$ cat src/adc_window_consts.svh
// Register offsets, field positions, reset values and timing counts
`ifndef ADC_WINDOW_CONSTS_SVH
`define ADC_WINDOW_CONSTS_SVH

// Register offsets on the plain register port
`define OFS_REFERENCE_SELECT   6'h02
`define OFS_WINDOW_CONTROL     6'h03
`define OFS_INTERRUPT_ENABLE   6'h04
`define OFS_INTERRUPT_FLAGS    6'h05
`define OFS_CONVERSION_STATUS  6'h06
`define OFS_ACCUMULATION       6'h09

// Reset values
`define RST_REFERENCE          3'h0
`define RST_WINDOW_CONTROL     4'h0
`define RST_INTERRUPT          6'h00
`define RST_ACCUMULATION       4'h0

// Field positions
`define REF_CHOICE_MSB         2
`define REF_INTERNAL_BIT       2
`define WIN_SOURCE_BIT         3
`define WIN_MODE_MSB           2
`define FLAG_MSB               5
`define ACC_CODE_MSB           3

// Flag and enable bit positions, and the busy bit of the status register
`define BIT_TRIGGER_OVERRUN    5
`define BIT_SAMPLE_OVERWRITE   4
`define BIT_RESULT_OVERWRITE   3
`define BIT_WINDOW_MATCH       2
`define BIT_SAMPLE_READY       1
`define BIT_RESULT_READY       0
`define BIT_CONVERTER_BUSY     0

// Window compare mode codes
`define WIN_MODE_NONE          3'h0
`define WIN_MODE_BELOW         3'h1
`define WIN_MODE_ABOVE         3'h2
`define WIN_MODE_INSIDE        3'h3
`define WIN_MODE_OUTSIDE       3'h4

// Largest accumulation code (1024 samples)
`define ACC_CODE_MAX           4'hA

// Internal reference start-up time and clock rate
`define REF_SETTLE_US          60
`define CLK_MHZ                20
`define REF_SETTLE_CYCLES      (`REF_SETTLE_US * `CLK_MHZ)

`endif

$ cat src/adc_window_pkg.sv
// Types shared by the converter control block
package adc_window_pkg;

  // Conversion sequencer states
  typedef enum logic [0:0] {
    CONV_IDLE,
    CONV_RUN
  } conv_state_t;

endpackage : adc_window_pkg

$ cat src/adc_window_irq_status.sv
// Converter reference, window compare, interrupt and busy control
`include "adc_window_consts.svh"

// Operation
// - A 3-bit reference choice selects supply, external pin or four internal references; codes 1 and 3 are reserved.
// - After switching to an internal reference, conversions wait a 60 us start-up interval.
// - The window source bit picks the low 16 bits of the result (0) or of the latest sample (1).
// - The window mode code selects off, below, above, inside or outside; other codes are reserved.
// - The window compare uses strict less-than and greater-than against the 16-bit thresholds.
// - Six read-write interrupt enables sit at bits 5 down to 0.
// - Each flag shares its enable's bit, clears on a written one and ignores a written zero.
// - A start trigger during a conversion sets the trigger overrun flag.
// - A new sample replacing an unread sample sets the sample overwrite flag.
// - A new result replacing an unread result sets the result overwrite flag.
// - On completion, or on each sample when the sample is the source, the window match flag sets when the source meets the chosen window mode.
// - Sample ready sets on every new sample and clears on a sample read or a written one.
// - Result ready sets on each completed result and clears on a result read or a written one.
// - The busy bit is high while converting or while reference settling is pending.
// - One to 1024 consecutive samples accumulate into the result; the sample holds the latest one.
module adc_window_irq_status #(
  parameter int SAMPLE_W = 16,
  parameter int RESULT_W = 32,
  parameter int CNT_W    = 11,
  parameter int SETTLE_W = 12
) (
  input  wire logic                clk,
  input  wire logic                nrst,
  input  wire logic [5:0]          reg_addr,
  input  wire logic [7:0]          reg_wdata,
  input  wire logic                reg_write,
  input  wire logic                reg_read,
  output logic      [7:0]          reg_rdata,
  input  wire logic                start_trigger,
  output logic                     conv_start,
  input  wire logic                sample_done,
  input  wire logic [SAMPLE_W-1:0] sample_data,
  input  wire logic                sample_read_strobe,
  input  wire logic                result_read_strobe,
  input  wire logic [15:0]         window_low_threshold,
  input  wire logic [15:0]         window_high_threshold,
  output logic      [2:0]          reference_choice,
  output logic                     reference_ready,
  output logic      [SAMPLE_W-1:0] sample_value,
  output logic      [RESULT_W-1:0] result_value,
  output logic                     converter_busy,
  output logic                     irq
);

  // Register state
  logic [2:0]          reference_reg;
  logic [3:0]          window_ctrl_reg;
  logic [5:0]          enable_reg;
  logic [5:0]          flags_reg;
  logic [3:0]          acc_code_reg;
  logic [SETTLE_W-1:0] settle_reg;
  adc_window_pkg::conv_state_t state_reg;
  logic                pending_reg;
  logic [RESULT_W-1:0] acc_reg;
  logic [CNT_W-1:0]    acc_cnt_reg;
  logic [CNT_W-1:0]    acc_target_reg;
  logic                sample_unread_reg;
  logic                result_unread_reg;
  logic [SAMPLE_W-1:0] sample_reg;
  logic [RESULT_W-1:0] result_reg;
  logic                conv_start_reg;
  logic [7:0]          rdata_reg;

  // Decoded strobes and helpers
  logic                wr_reference;
  logic                wr_window;
  logic                wr_enable;
  logic                wr_flags;
  logic                wr_acc;
  logic                window_source;
  logic [2:0]          window_compare_mode;
  logic                settling;
  logic                can_start;
  logic                start_now;
  logic                trig_overrun;
  logic                sample_take;
  logic [RESULT_W-1:0] acc_sum;
  logic [CNT_W-1:0]    acc_cnt_inc;
  logic                result_take;
  logic [15:0]         win_value;
  logic                win_eval;
  logic                win_hit;
  logic [5:0]          flag_set;
  logic [5:0]          flag_clr;
  logic [CNT_W-1:0]    acc_target_next;

  // Write decode
  assign wr_reference = reg_write && reg_addr == `OFS_REFERENCE_SELECT;
  assign wr_window    = reg_write && reg_addr == `OFS_WINDOW_CONTROL;
  assign wr_enable    = reg_write && reg_addr == `OFS_INTERRUPT_ENABLE;
  assign wr_flags     = reg_write && reg_addr == `OFS_INTERRUPT_FLAGS;
  assign wr_acc       = reg_write && reg_addr == `OFS_ACCUMULATION;

  // Window field split
  assign window_source       = window_ctrl_reg[`WIN_SOURCE_BIT];
  assign window_compare_mode = window_ctrl_reg[`WIN_MODE_MSB:0];

  // Reserved codes kept as written, no settling
  // reference choice storage
  always_ff @(posedge clk) begin
    if (!nrst) begin
      reference_reg <= `RST_REFERENCE;
    end else if (wr_reference) begin
      reference_reg <= reg_wdata[`REF_CHOICE_MSB:0];
    end
  end

  // Same internal code again leaves the timer alone
  // A change mid-conversion lets that conversion finish
  // start-up timer on a change to an internal reference
  always_ff @(posedge clk) begin
    if (!nrst) begin
      settle_reg <= '0;
    end else if (wr_reference
                 && reg_wdata[`REF_INTERNAL_BIT]
                 && reg_wdata[`REF_CHOICE_MSB:0] != reference_reg) begin
      settle_reg <= SETTLE_W'(`REF_SETTLE_CYCLES);
    end else if (settle_reg != '0) begin
      settle_reg <= settle_reg - SETTLE_W'(1);
    end
  end

  // Settling also holds back new starts
  assign settling = settle_reg != '0;

  // Upper bits dropped, they read back as zero
  // window source and mode storage
  always_ff @(posedge clk) begin
    if (!nrst) begin
      window_ctrl_reg <= `RST_WINDOW_CONTROL;
    end else if (wr_window) begin
      window_ctrl_reg <= reg_wdata[`WIN_SOURCE_BIT:0];
    end
  end

  // Enables only gate the request, never the flags
  // interrupt enables
  always_ff @(posedge clk) begin
    if (!nrst) begin
      enable_reg <= `RST_INTERRUPT;
    end else if (wr_enable) begin
      enable_reg <= reg_wdata[`FLAG_MSB:0];
    end
  end

  // Code change takes effect at the next start
  // Accumulation code, reserved codes act as one sample
  always_ff @(posedge clk) begin
    if (!nrst) begin
      acc_code_reg <= `RST_ACCUMULATION;
    end else if (wr_acc) begin
      acc_code_reg <= reg_wdata[`ACC_CODE_MSB:0];
    end
  end

  // Count one to 1024, fits the counter width
  // samples per result from the accumulation code
  always_comb begin
    acc_target_next = CNT_W'(1);
    if (acc_code_reg <= `ACC_CODE_MAX) begin
      acc_target_next = CNT_W'(1) << acc_code_reg;
    end
  end

  // Start held off while the reference warms up
  // Trigger handling: settling delays, a running conversion refuses
  assign can_start    = state_reg == adc_window_pkg::CONV_IDLE
                        && !settling;
  assign start_now    = can_start && (start_trigger || pending_reg);
  assign trig_overrun = start_trigger
                        && state_reg == adc_window_pkg::CONV_RUN;

  // Only one held start, later ones fold into it
  // Triggers seen while settling and idle wait here; during a conversion they set the overrun flag
  always_ff @(posedge clk) begin
    if (!nrst) begin
      pending_reg <= 1'b0;
    end else if (start_now) begin
      pending_reg <= 1'b0;
    end else if (start_trigger && settling
                 && state_reg == adc_window_pkg::CONV_IDLE) begin
      pending_reg <= 1'b1;
    end
  end

  // Samples outside a conversion are ignored
  // Sample completion and accumulation arithmetic
  assign sample_take = sample_done
                       && state_reg == adc_window_pkg::CONV_RUN;
  assign acc_sum     = acc_reg + RESULT_W'(sample_data);
  assign acc_cnt_inc = acc_cnt_reg + CNT_W'(1);
  assign result_take = sample_take && acc_cnt_inc == acc_target_reg;

  // Run ends on the last sample of the batch
  // Conversion sequencer
  always_ff @(posedge clk) begin
    if (!nrst) begin
      state_reg <= adc_window_pkg::CONV_IDLE;
    end else begin
      unique case (state_reg)
        adc_window_pkg::CONV_IDLE: begin
          if (start_now) begin
            state_reg <= adc_window_pkg::CONV_RUN;
          end
        end
        adc_window_pkg::CONV_RUN: begin
          if (result_take) begin
            state_reg <= adc_window_pkg::CONV_IDLE;
          end
        end
      endcase
    end
  end

  // One sample in flight at a time
  // Start pulse to the core, repeated per accumulated sample
  always_ff @(posedge clk) begin
    if (!nrst) begin
      conv_start_reg <= 1'b0;
    end else begin
      conv_start_reg <= start_now || (sample_take && !result_take);
    end
  end

  // Cleared on start so stale sums never leak
  // accumulator and sample count
  always_ff @(posedge clk) begin
    if (!nrst) begin
      acc_reg        <= '0;
      acc_cnt_reg    <= '0;
      acc_target_reg <= CNT_W'(1);
    end else if (start_now) begin
      acc_reg        <= '0;
      acc_cnt_reg    <= '0;
      acc_target_reg <= acc_target_next;
    end else if (sample_take) begin
      acc_reg     <= result_take ? '0 : acc_sum;
      acc_cnt_reg <= result_take ? '0 : acc_cnt_inc;
    end
  end

  // Result holds the full sum, sample the last one
  // latest sample and finished result
  always_ff @(posedge clk) begin
    if (!nrst) begin
      sample_reg <= '0;
      result_reg <= '0;
    end else begin
      if (sample_take) begin
        sample_reg <= sample_data;
      end
      if (result_take) begin
        result_reg <= acc_sum;
      end
    end
  end

  // Feeds the overwrite flags below
  // Unread tracking, a new value wins over a same-cycle read
  always_ff @(posedge clk) begin
    if (!nrst) begin
      sample_unread_reg <= 1'b0;
      result_unread_reg <= 1'b0;
    end else begin
      sample_unread_reg <= sample_take
                           || (sample_unread_reg && !sample_read_strobe);
      result_unread_reg <= result_take
                           || (result_unread_reg && !result_read_strobe);
    end
  end

  // Result compare sees the new sum, not the old one
  // window source select
  assign win_value = window_source ? sample_data[15:0] : acc_sum[15:0];
  assign win_eval  = window_source ? sample_take : result_take;

  // Reserved modes never match
  // window mode decode
  always_comb begin
    win_hit = 1'b0;
    case (window_compare_mode)
      `WIN_MODE_BELOW:
        win_hit = win_value < window_low_threshold;
      `WIN_MODE_ABOVE:
        win_hit = win_value > window_high_threshold;
      `WIN_MODE_INSIDE:
        win_hit = win_value > window_low_threshold
                  && win_value < window_high_threshold;
      `WIN_MODE_OUTSIDE:
        win_hit = win_value < window_low_threshold
                  || win_value > window_high_threshold;
      default:
        win_hit = 1'b0;
    endcase
  end

  // One event line per flag bit
  // Flag set sources
  always_comb begin
    flag_set = '0;
    flag_set[`BIT_TRIGGER_OVERRUN]  = trig_overrun;
    flag_set[`BIT_SAMPLE_OVERWRITE] = sample_take && sample_unread_reg;
    flag_set[`BIT_RESULT_OVERWRITE] = result_take && result_unread_reg;
    flag_set[`BIT_WINDOW_MATCH]     = win_eval && win_hit;
    flag_set[`BIT_SAMPLE_READY]     = sample_take;
    flag_set[`BIT_RESULT_READY]     = result_take;
  end

  // Zeros written leave flags alone
  // write-one clear, plus read clears for the ready flags
  always_comb begin
    flag_clr = wr_flags ? reg_wdata[`FLAG_MSB:0] : '0;
    flag_clr[`BIT_SAMPLE_READY] = flag_clr[`BIT_SAMPLE_READY]
                                  || sample_read_strobe;
    flag_clr[`BIT_RESULT_READY] = flag_clr[`BIT_RESULT_READY]
                                  || result_read_strobe;
  end

  // An event in the clear cycle is kept
  // sticky flags, set beats clear
  always_ff @(posedge clk) begin
    if (!nrst) begin
      flags_reg <= `RST_INTERRUPT;
    end else begin
      flags_reg <= (flags_reg & ~flag_clr) | flag_set;
    end
  end

  // Zero outside the answer cycle eases bus merging
  // Register read, data valid only the cycle after the strobe
  always_ff @(posedge clk) begin
    if (!nrst) begin
      rdata_reg <= 8'h00;
    end else if (!reg_read) begin
      rdata_reg <= 8'h00;
    end else begin
      case (reg_addr)
        `OFS_REFERENCE_SELECT:  rdata_reg <= {5'h00, reference_reg};
        `OFS_WINDOW_CONTROL:    rdata_reg <= {4'h0, window_ctrl_reg};
        `OFS_INTERRUPT_ENABLE:  rdata_reg <= {2'h0, enable_reg};
        `OFS_INTERRUPT_FLAGS:   rdata_reg <= {2'h0, flags_reg};
        `OFS_CONVERSION_STATUS: rdata_reg <= {7'h00, converter_busy};
        `OFS_ACCUMULATION:      rdata_reg <= {4'h0, acc_code_reg};
        default:                rdata_reg <= 8'h00;
      endcase
    end
  end

  // Busy covers start-up so software waits for it
  // busy while converting or settling
  assign converter_busy = state_reg == adc_window_pkg::CONV_RUN
                          || settling;

  // Level request, drops once masked or cleared
  // interrupt request
  assign irq = |(flags_reg & enable_reg);

  // Remaining outputs
  assign reg_rdata        = rdata_reg;
  assign conv_start       = conv_start_reg;
  assign reference_choice = reference_reg;
  assign reference_ready  = !settling;
  assign sample_value     = sample_reg;
  assign result_value     = result_reg;

endmodule : adc_window_irq_status

$ cat config.mk
export PLATFORM = sky130hd
export DESIGN_NAME = adc_window_irq_status
export DESIGN_NICKNAME = d
export VERILOG_FILES = /design/src/adc_window_pkg.sv /design/src/adc_window_irq_status.sv
export VERILOG_INCLUDE_DIRS = /design/src
export SDC_FILE = /design/constraint.sdc
export NUM_CORES = 1
export LEC_CHECK = 0
export BUFFER_PORTS_ARGS = -buffer_cell sky130_fd_sc_hd__buf_4
export CAP_MARGIN = 10
export CORE_MARGIN = 8
export CORE_UTILIZATION = 35
export CTS_CLUSTER_DIAMETER = 100
export DETAILED_ROUTE_END_ITERATION = 12
export HOLD_SLACK_MARGIN = 0.06
export PLACE_DENSITY_LB_ADDON = 0.25
export SETUP_SLACK_MARGIN = 0.4
export SYNTH_ARGS = -nofsm -noshare
export SYNTH_HDL_FRONTEND = slang
export SYNTH_SLANG_ARGS = --single-unit
$ cat constraint.sdc
create_clock -name clk -period 3.7 [get_ports clk]
set_clock_uncertainty 0.05 [all_clocks]
set_input_delay 0.74 -clock clk [delete_from_list [all_inputs] [get_ports clk]]
set_output_delay 0.74 -clock clk [all_outputs]
set_load 0.02 [all_outputs]
[Yosys cells after proc, flatten, opt, wreduce, memory -nomap -nowiden]
Cells that the tools add are included.
Storage, ports and cells
  flip-flop bits (word level): 150
  output and inout bits: 63
  logic and storage cells: 97
Operators by class
  $add $sub $neg: 3
  $lt $le $gt $ge: 5
  equal/unequal tests: 12
  shift-type cells: 1
  muxes and demuxes: 13
  bitwise gates (word level): 6
  reductions and logical operators: 39
Operator list (count)
  $mux W11: 4
  $pmux W6 S6: 1
  $add A32 B16 Y32: 1
  $gt A16 B16 Y1: 2
  $lt A16 B16 Y1: 2
  $mux W32: 1
  $logic_and A1 B1 Y1: 21
  $eq A6 B3 Y1 const B: 3
  $mux W16: 1
  $and A6 B6 Y6: 2
  $eq A6 B2 Y1 const B: 2
  $reduce_bool A12 Y1: 1
  $sub A12 B1 Y12 const B: 1
  $add A11 B1 Y11 const B: 1
  $eq A11 B11 Y1: 1
  $shl A1 B4 Y11 const A: 1
  $logic_or A1 B1 Y1: 8
  $eq A3 B2 Y1 const B: 2
  $eq A6 B4 Y1 const B: 1
  $mux W6: 1
  $not A6 Y6: 1
  $or A6 B6 Y6: 1
  $reduce_or A6 Y1: 1
  $le A4 B4 Y1 const B: 1
  other kinds (11): 18

[Longest topological paths before layout]
  depth after elaboration: 7
  depth in mapped cells: 17
  depth with buffers taken out: 16

[Least setup slack after synthesis]
Ideal clock, no wire load.
  path type: input port to flip-flop
  start: in sample_data[6]
  end: reg flags_reg[2]
  data arrival time: 3836 ps
  required time: 3563 ps
  setup slack: -273 ps
  stages on the path: 16
  path buffers: 0
  path through: ha_1 a21oi_1 o21ai_0 a21oi_1 a21oi_1 o211a_1 nor3_1 o21ai_0 ha_1 a21o_1 a21o_1 a21oi_1 o211ai_1 nor4b_1 a211oi_1 o31ai_1
On the way
  longest elaborated chain between the ends: 7
  elaborated cells between the ends (all ways): 11
  those cells by class: 1 x add/sub; 4 x order compare; 2 x mux; 1 x bitwise; 3 x reduce/logical
RTL lines
  from (decl): RTL line adc_window_irq_status.sv:36  | input wire logic [SAMPLE_W-1:0] sample_data,
  $add A32 B16 Y32: RTL line adc_window_irq_status.sv:194  | assign acc_sum = acc_reg + RESULT_W'(sample_data);
  $mux W16 *: RTL line adc_window_irq_status.sv:278  | assign win_value = window_source ? sample_data[15:0] : acc_sum[15:0];
  $lt A16 B16 Y1, or another cell as far along: RTL line adc_window_irq_status.sv:287, adc_window_irq_status.sv:294
  $logic_or A1 B1 Y1 / $logic_and A1 B1 Y1 (equally long branches): RTL line adc_window_irq_status.sv:295, adc_window_irq_status.sv:292
  $pmux W1 S4 *: RTL line adc_window_irq_status.sv:285  | case (window_compare_mode)
  $logic_and A1 B1 Y1 *: RTL line adc_window_irq_status.sv:308  | flag_set[`BIT_WINDOW_MATCH] = win_eval && win_hit;
  $or A6 B6 Y6 *: RTL line adc_window_irq_status.sv:329  | flags_reg <= (flags_reg & ~flag_clr) | flag_set;
  to (signal assigned): RTL line adc_window_irq_status.sv:327  | flags_reg <= `RST_INTERRUPT;
  to (signal assigned): RTL line adc_window_irq_status.sv:329
  to (decl): RTL line adc_window_irq_status.sv:53  | logic [5:0] flags_reg;
Every way passes the cells marked *; elsewhere a longest branch is shown, timed or not.
A chain may end at the register's enable or synchronous reset.

[Worst setup path in the final report]
  start: in sample_data[1]
  end: reg flags_reg[2]
The elaborated chain is that of the path after synthesis.

==> PnR_summary.wiki <==
{| class="wikitable"
! Metric !! Value
|-
| Outcome || finished, violations left
|-
| Violations in the final reports || negative setup slack
|-
| HPWL after DPL || 20,200 um
|-
| Synth top area share || 33.9%
|-
| Max-slew headroom || about a quarter
|-
| Crit Path Category || input pin to flip-flop
|-
| Highest achievable clock rate || 0.263 GHz
|-
| Aggregate global-route resource usage || 17.7%
|-
| Mean routed wirelength per cell || 17.0 um
|-
| Final period utilization || 103%
|-
| Vias after detailed routing || between 8,000 and 9,000
|-
| Buffers added on ports || 128
|-
| Flop pwr share || approximately 37%
|-
| Simple logic cell fraction of the synthesized area || 22.3%
|-
| Maximum number of pins on one net before global-route repair || 45
|-
| Gate Count Post-Synth || 1,071
|-
| Flip-flop cell with the highest count after synthesis || sky130_fd_sc_hd__dfxtp_1
|-
| Max-cap violations || 0
|-
| Adder-cell share of the synthesized area || 7.38%
|-
| Via count of the first global-routing pass || around 8,400
|-
| Number of antenna violations at the first check in global routing || 0
|-
| Dominant combinational cell family by area after synthesis || simple AND/OR/NAND/NOR gates
|-
| Post-Layout Inst Area || 11,300 sq um
|-
| Synth Area in XOR/XNOR || 4.70%
|-
| Top cell type by total area after synthesis || sky130_fd_sc_hd__dfxtp_1
|-
| # H-tree levels || 4
|-
| Global placer's final weighted congestion || 0.891
|-
| Transition time of the tightest slew-check pin || roughly 1.1 ns
|-
| Number of nets with antenna violations after routing || 0
|-
| Most frequent cell after synthesis || sky130_fd_sc_hd__nand2_1
|-
| Compound-gate portion of the synthesized area || 21.8%
|-
| Final-layout fill cell count || 2,508
|-
| Leading post-synthesis cells by cell area || sky130_fd_sc_hd__dfxtp_1, sky130_fd_sc_hd__ha_1, sky130_fd_sc_hd__a21oi_1
|-
| Internal power consumption || ~3400 uW
|-
| Mux cell area share after synthesis || 3.86%
|-
| Sum of overflow across all layers after global routing || 0
|-
| Unrepaired setup endpoints after global routing || yes
|-
| Largest buffer count on any clock path || 2
|-
| Synthesis warning total || 0
|-
| Area inside the core boundary || between 20,000 and 25,000 sq um
|-
| Placed instance area || about 11,000 sq um
|-
| NetSw || 1690 uW
|-
| Number of cells in the design after placement || approximately 1,600
|-
| Final setup violation count || 1
|-
| Final Routed Wirelength || 27,200 um
|-
| DRC violation total after the first TritonRoute iteration || just over 500
|-
| Post-synth top cells || sky130_fd_sc_hd__nand2_1, sky130_fd_sc_hd__dfxtp_1, sky130_fd_sc_hd__a21oi_1
|-
| Pwr/cell area || 445 nW/um^2
|-
| Clock Pin Slew Worst Setup and Hold Paths || 0.07 ns
|-
| Req. time, crit path || around 4.0 ns
|-
| TNS Setup || -0.104 ns
|-
| Standard-cell row count || 58
|-
| Post-synthesis register bit count || about 150
|-
| Area overhead of the layout relative to synthesis || 29.4%
|-
| Worst hold path type || flip-flop to flip-flop
|-
| Final worst setup slack || -0.104 ns
|-
| Average via count per standard cell || approximately 5.3
|-
| TritonCTS Buffers || 17
|-
| Die Outline Area || 30,300 sq um
|-
| Final core occ || 45.5%
|-
| Number of distinct library cells after synthesis || 84
|-
| Final number of hold-violating endpoints || 0
|-
| Width of the die || 174 um
|-
| Async S/R FF share, synth || 0%
|-
| CTS tree || done
|-
| Chip Height || roughly 170 um
|-
| TritonCTS Sinks || around 150
|-
| Initial standard-cell utilization of the core || 35.2%
|-
| DRT Pass-1 Iters || 5
|-
| Number of remaining DRC errors || 0
|-
| Total design power || 5040 uW
|-
| First-pass GRT wire length || 43,900 um
|-
| Startpoint Class || input pin
|-
| Clock latency at the later pin of the worst-skew pair || 0.43 ns
|-
| Layout cell share with drive strength beyond 1 || about a quarter
|-
| Switching portion of total power || 33.5%
|-
| Worst-path maximum fanout || 3
|-
| Peak supply drop || 0.301 mV
|-
| Total Nets Final || ~1,400
|-
| CTS Hold Bufs || 0
|-
| Total inserted antenna cells || 0
|-
| Synthesized cell area || 8750 sq um
|-
| Crit end category || flip-flop
|-
| Cell chosen for the clock root || sky130_fd_sc_hd__clkbuf_16
|-
| Post-synthesis average cell area || 8.17 sq um
|-
| Max Slew Vio Count || 0
|-
| Worst path arrival time || 4.09 ns
|-
| Sequential fraction of the synthesis area || 33.9%
|-
| Relative contribution of the clock network to total power || about 38%
|-
| Layout Cells excl Fill || 1,604
|-
| Part of the total power dissipated in combinational logic || 25.9%
|-
| Static Leakage || between 0.004 and 0.005 uW
|-
| I/O pins || roughly 130
|-
| Final critical path time including I/O delays and setup || about 3.8 ns
|-
| Number of flops mapped to enable cells by yosys || 0
|}
final cells by class:
class	instances	area, sq um	share of cell area (%)
Sequential cell	148	2960	26.2
Clock buffer	17	425	3.76
Clock inverter	15	209	1.84
Multi-Input combinational cell	817	5410	47.8
Inverter	50	188	1.66
Tap cell	330	413	3.65
Timing Repair Buffer	227	1720	15.2
layer usage:
metal / up-vias / routed length, um / global-route usage, %
met5: - / 0 / 0
met4: 0 / 360 / 5.02
met3: 25 / 1410 / 3.67
met2: 193 / 12500 / 28.9
met1: 3991 / 13000 / 23.3
li1: 4249 / - / -
power by group through the flow:
| stage | logic (uW) | registers, uW | clock network (uW) |
|---|---|---|---|
| after detailed placement | 1300 | 1880 | 0 |
| after global routing | 1440 | 1860 | 1990 |
| after floorplan | 763 | 1940 | 0 |
| final | 1310 | 1840 | 1900 |
| after global placement | 1280 | 1870 | 0 |
| after CTS | 1310 | 1840 | 1930 |
cell families (layout without fill, tap and decap cells):
| kind of cell | Yosys count | in the layout |
|---|---|---|
| compound gates | 301 | 301 |
| xor+xnor | 47 | 47 |
| fa+ha+maj | 51 | 51 |
| buf+inv | 107 | 309 |
| flops | 148 | 148 |
| mux | 32 | 32 |
| other cells | 1 | 2 |
| simple gates | 384 | 384 |
final timing paths:
check / startpoint / end / slack, ns / cells after the start
min reg2reg: result_value[7] / result_value[7] / 0.40 / 2
min: result_value[7] / result_value[7] / 0.40 / 2
max: sample_data[1] / flags_reg[2] / -0.10 / 18
max reg2reg: acc_reg[0] / flags_reg[2] / -0.04 / 18
what timing repair did:
| item | 4_1_cts | 5_1_grt |
|---|---|---|
| gates resized for setup | 18 | 10 |
| pin swaps | 19 | 4 |
| endpoints found under the setup margin | 1 | 21 |
| buffers inserted | 6 | 0 |
critical path, stage by stage:
cell	delay (ns)
sky130_fd_sc_hd__buf_6	0.10
sky130_fd_sc_hd__ha_1	0.28
sky130_fd_sc_hd__a211oi_1	0.08
sky130_fd_sc_hd__buf_4	0.14
sky130_fd_sc_hd__nor4_1	0.28
sky130_fd_sc_hd__nor2_1	0.12
sky130_fd_sc_hd__a21oi_2	0.25
sky130_fd_sc_hd__nor3_1	0.11
sky130_fd_sc_hd__nor3_2	0.28
sky130_fd_sc_hd__o21ai_1	0.13
sky130_fd_sc_hd__ha_1	0.31
sky130_fd_sc_hd__a21o_1	0.19
sky130_fd_sc_hd__a21o_1	0.16
sky130_fd_sc_hd__a21oi_2	0.13
sky130_fd_sc_hd__o211ai_1	0.16
sky130_fd_sc_hd__nor4b_4	0.31
sky130_fd_sc_hd__a211oi_2	0.08
sky130_fd_sc_hd__o31ai_1	0.22
layout by cell type (no fill, tap or decap), types with 34 or more instances in the layout:
cell type / netlist / layout
sky130_fd_sc_hd__a21oi_1: 121 / 117
sky130_fd_sc_hd__ha_1: 50 / 45
sky130_fd_sc_hd__xnor2_1: 34 / 34
sky130_fd_sc_hd__buf_4: 6 / 224
sky130_fd_sc_hd__inv_1: 50 / 49
sky130_fd_sc_hd__dfxtp_1: 148 / 147
sky130_fd_sc_hd__nand2_1: 157 / 156
sky130_fd_sc_hd__nor2_1: 52 / 52
sky130_fd_sc_hd__nand3_1: 37 / 37
sky130_fd_sc_hd__o21ai_0: 50 / 47
through the flow:
step	hold WS (ns)	setup WS, ns
5_1_grt	0.427	-0.253
4_1_cts	0.405	-0.0774
3_3_place_gp	0.391	-0.600
6_report	0.402	-0.104
2_1_floorplan	0.379	-0.110
3_5_place_dp	0.394	-0.613
No activity file was read; power rests on OpenSTA's default activity.
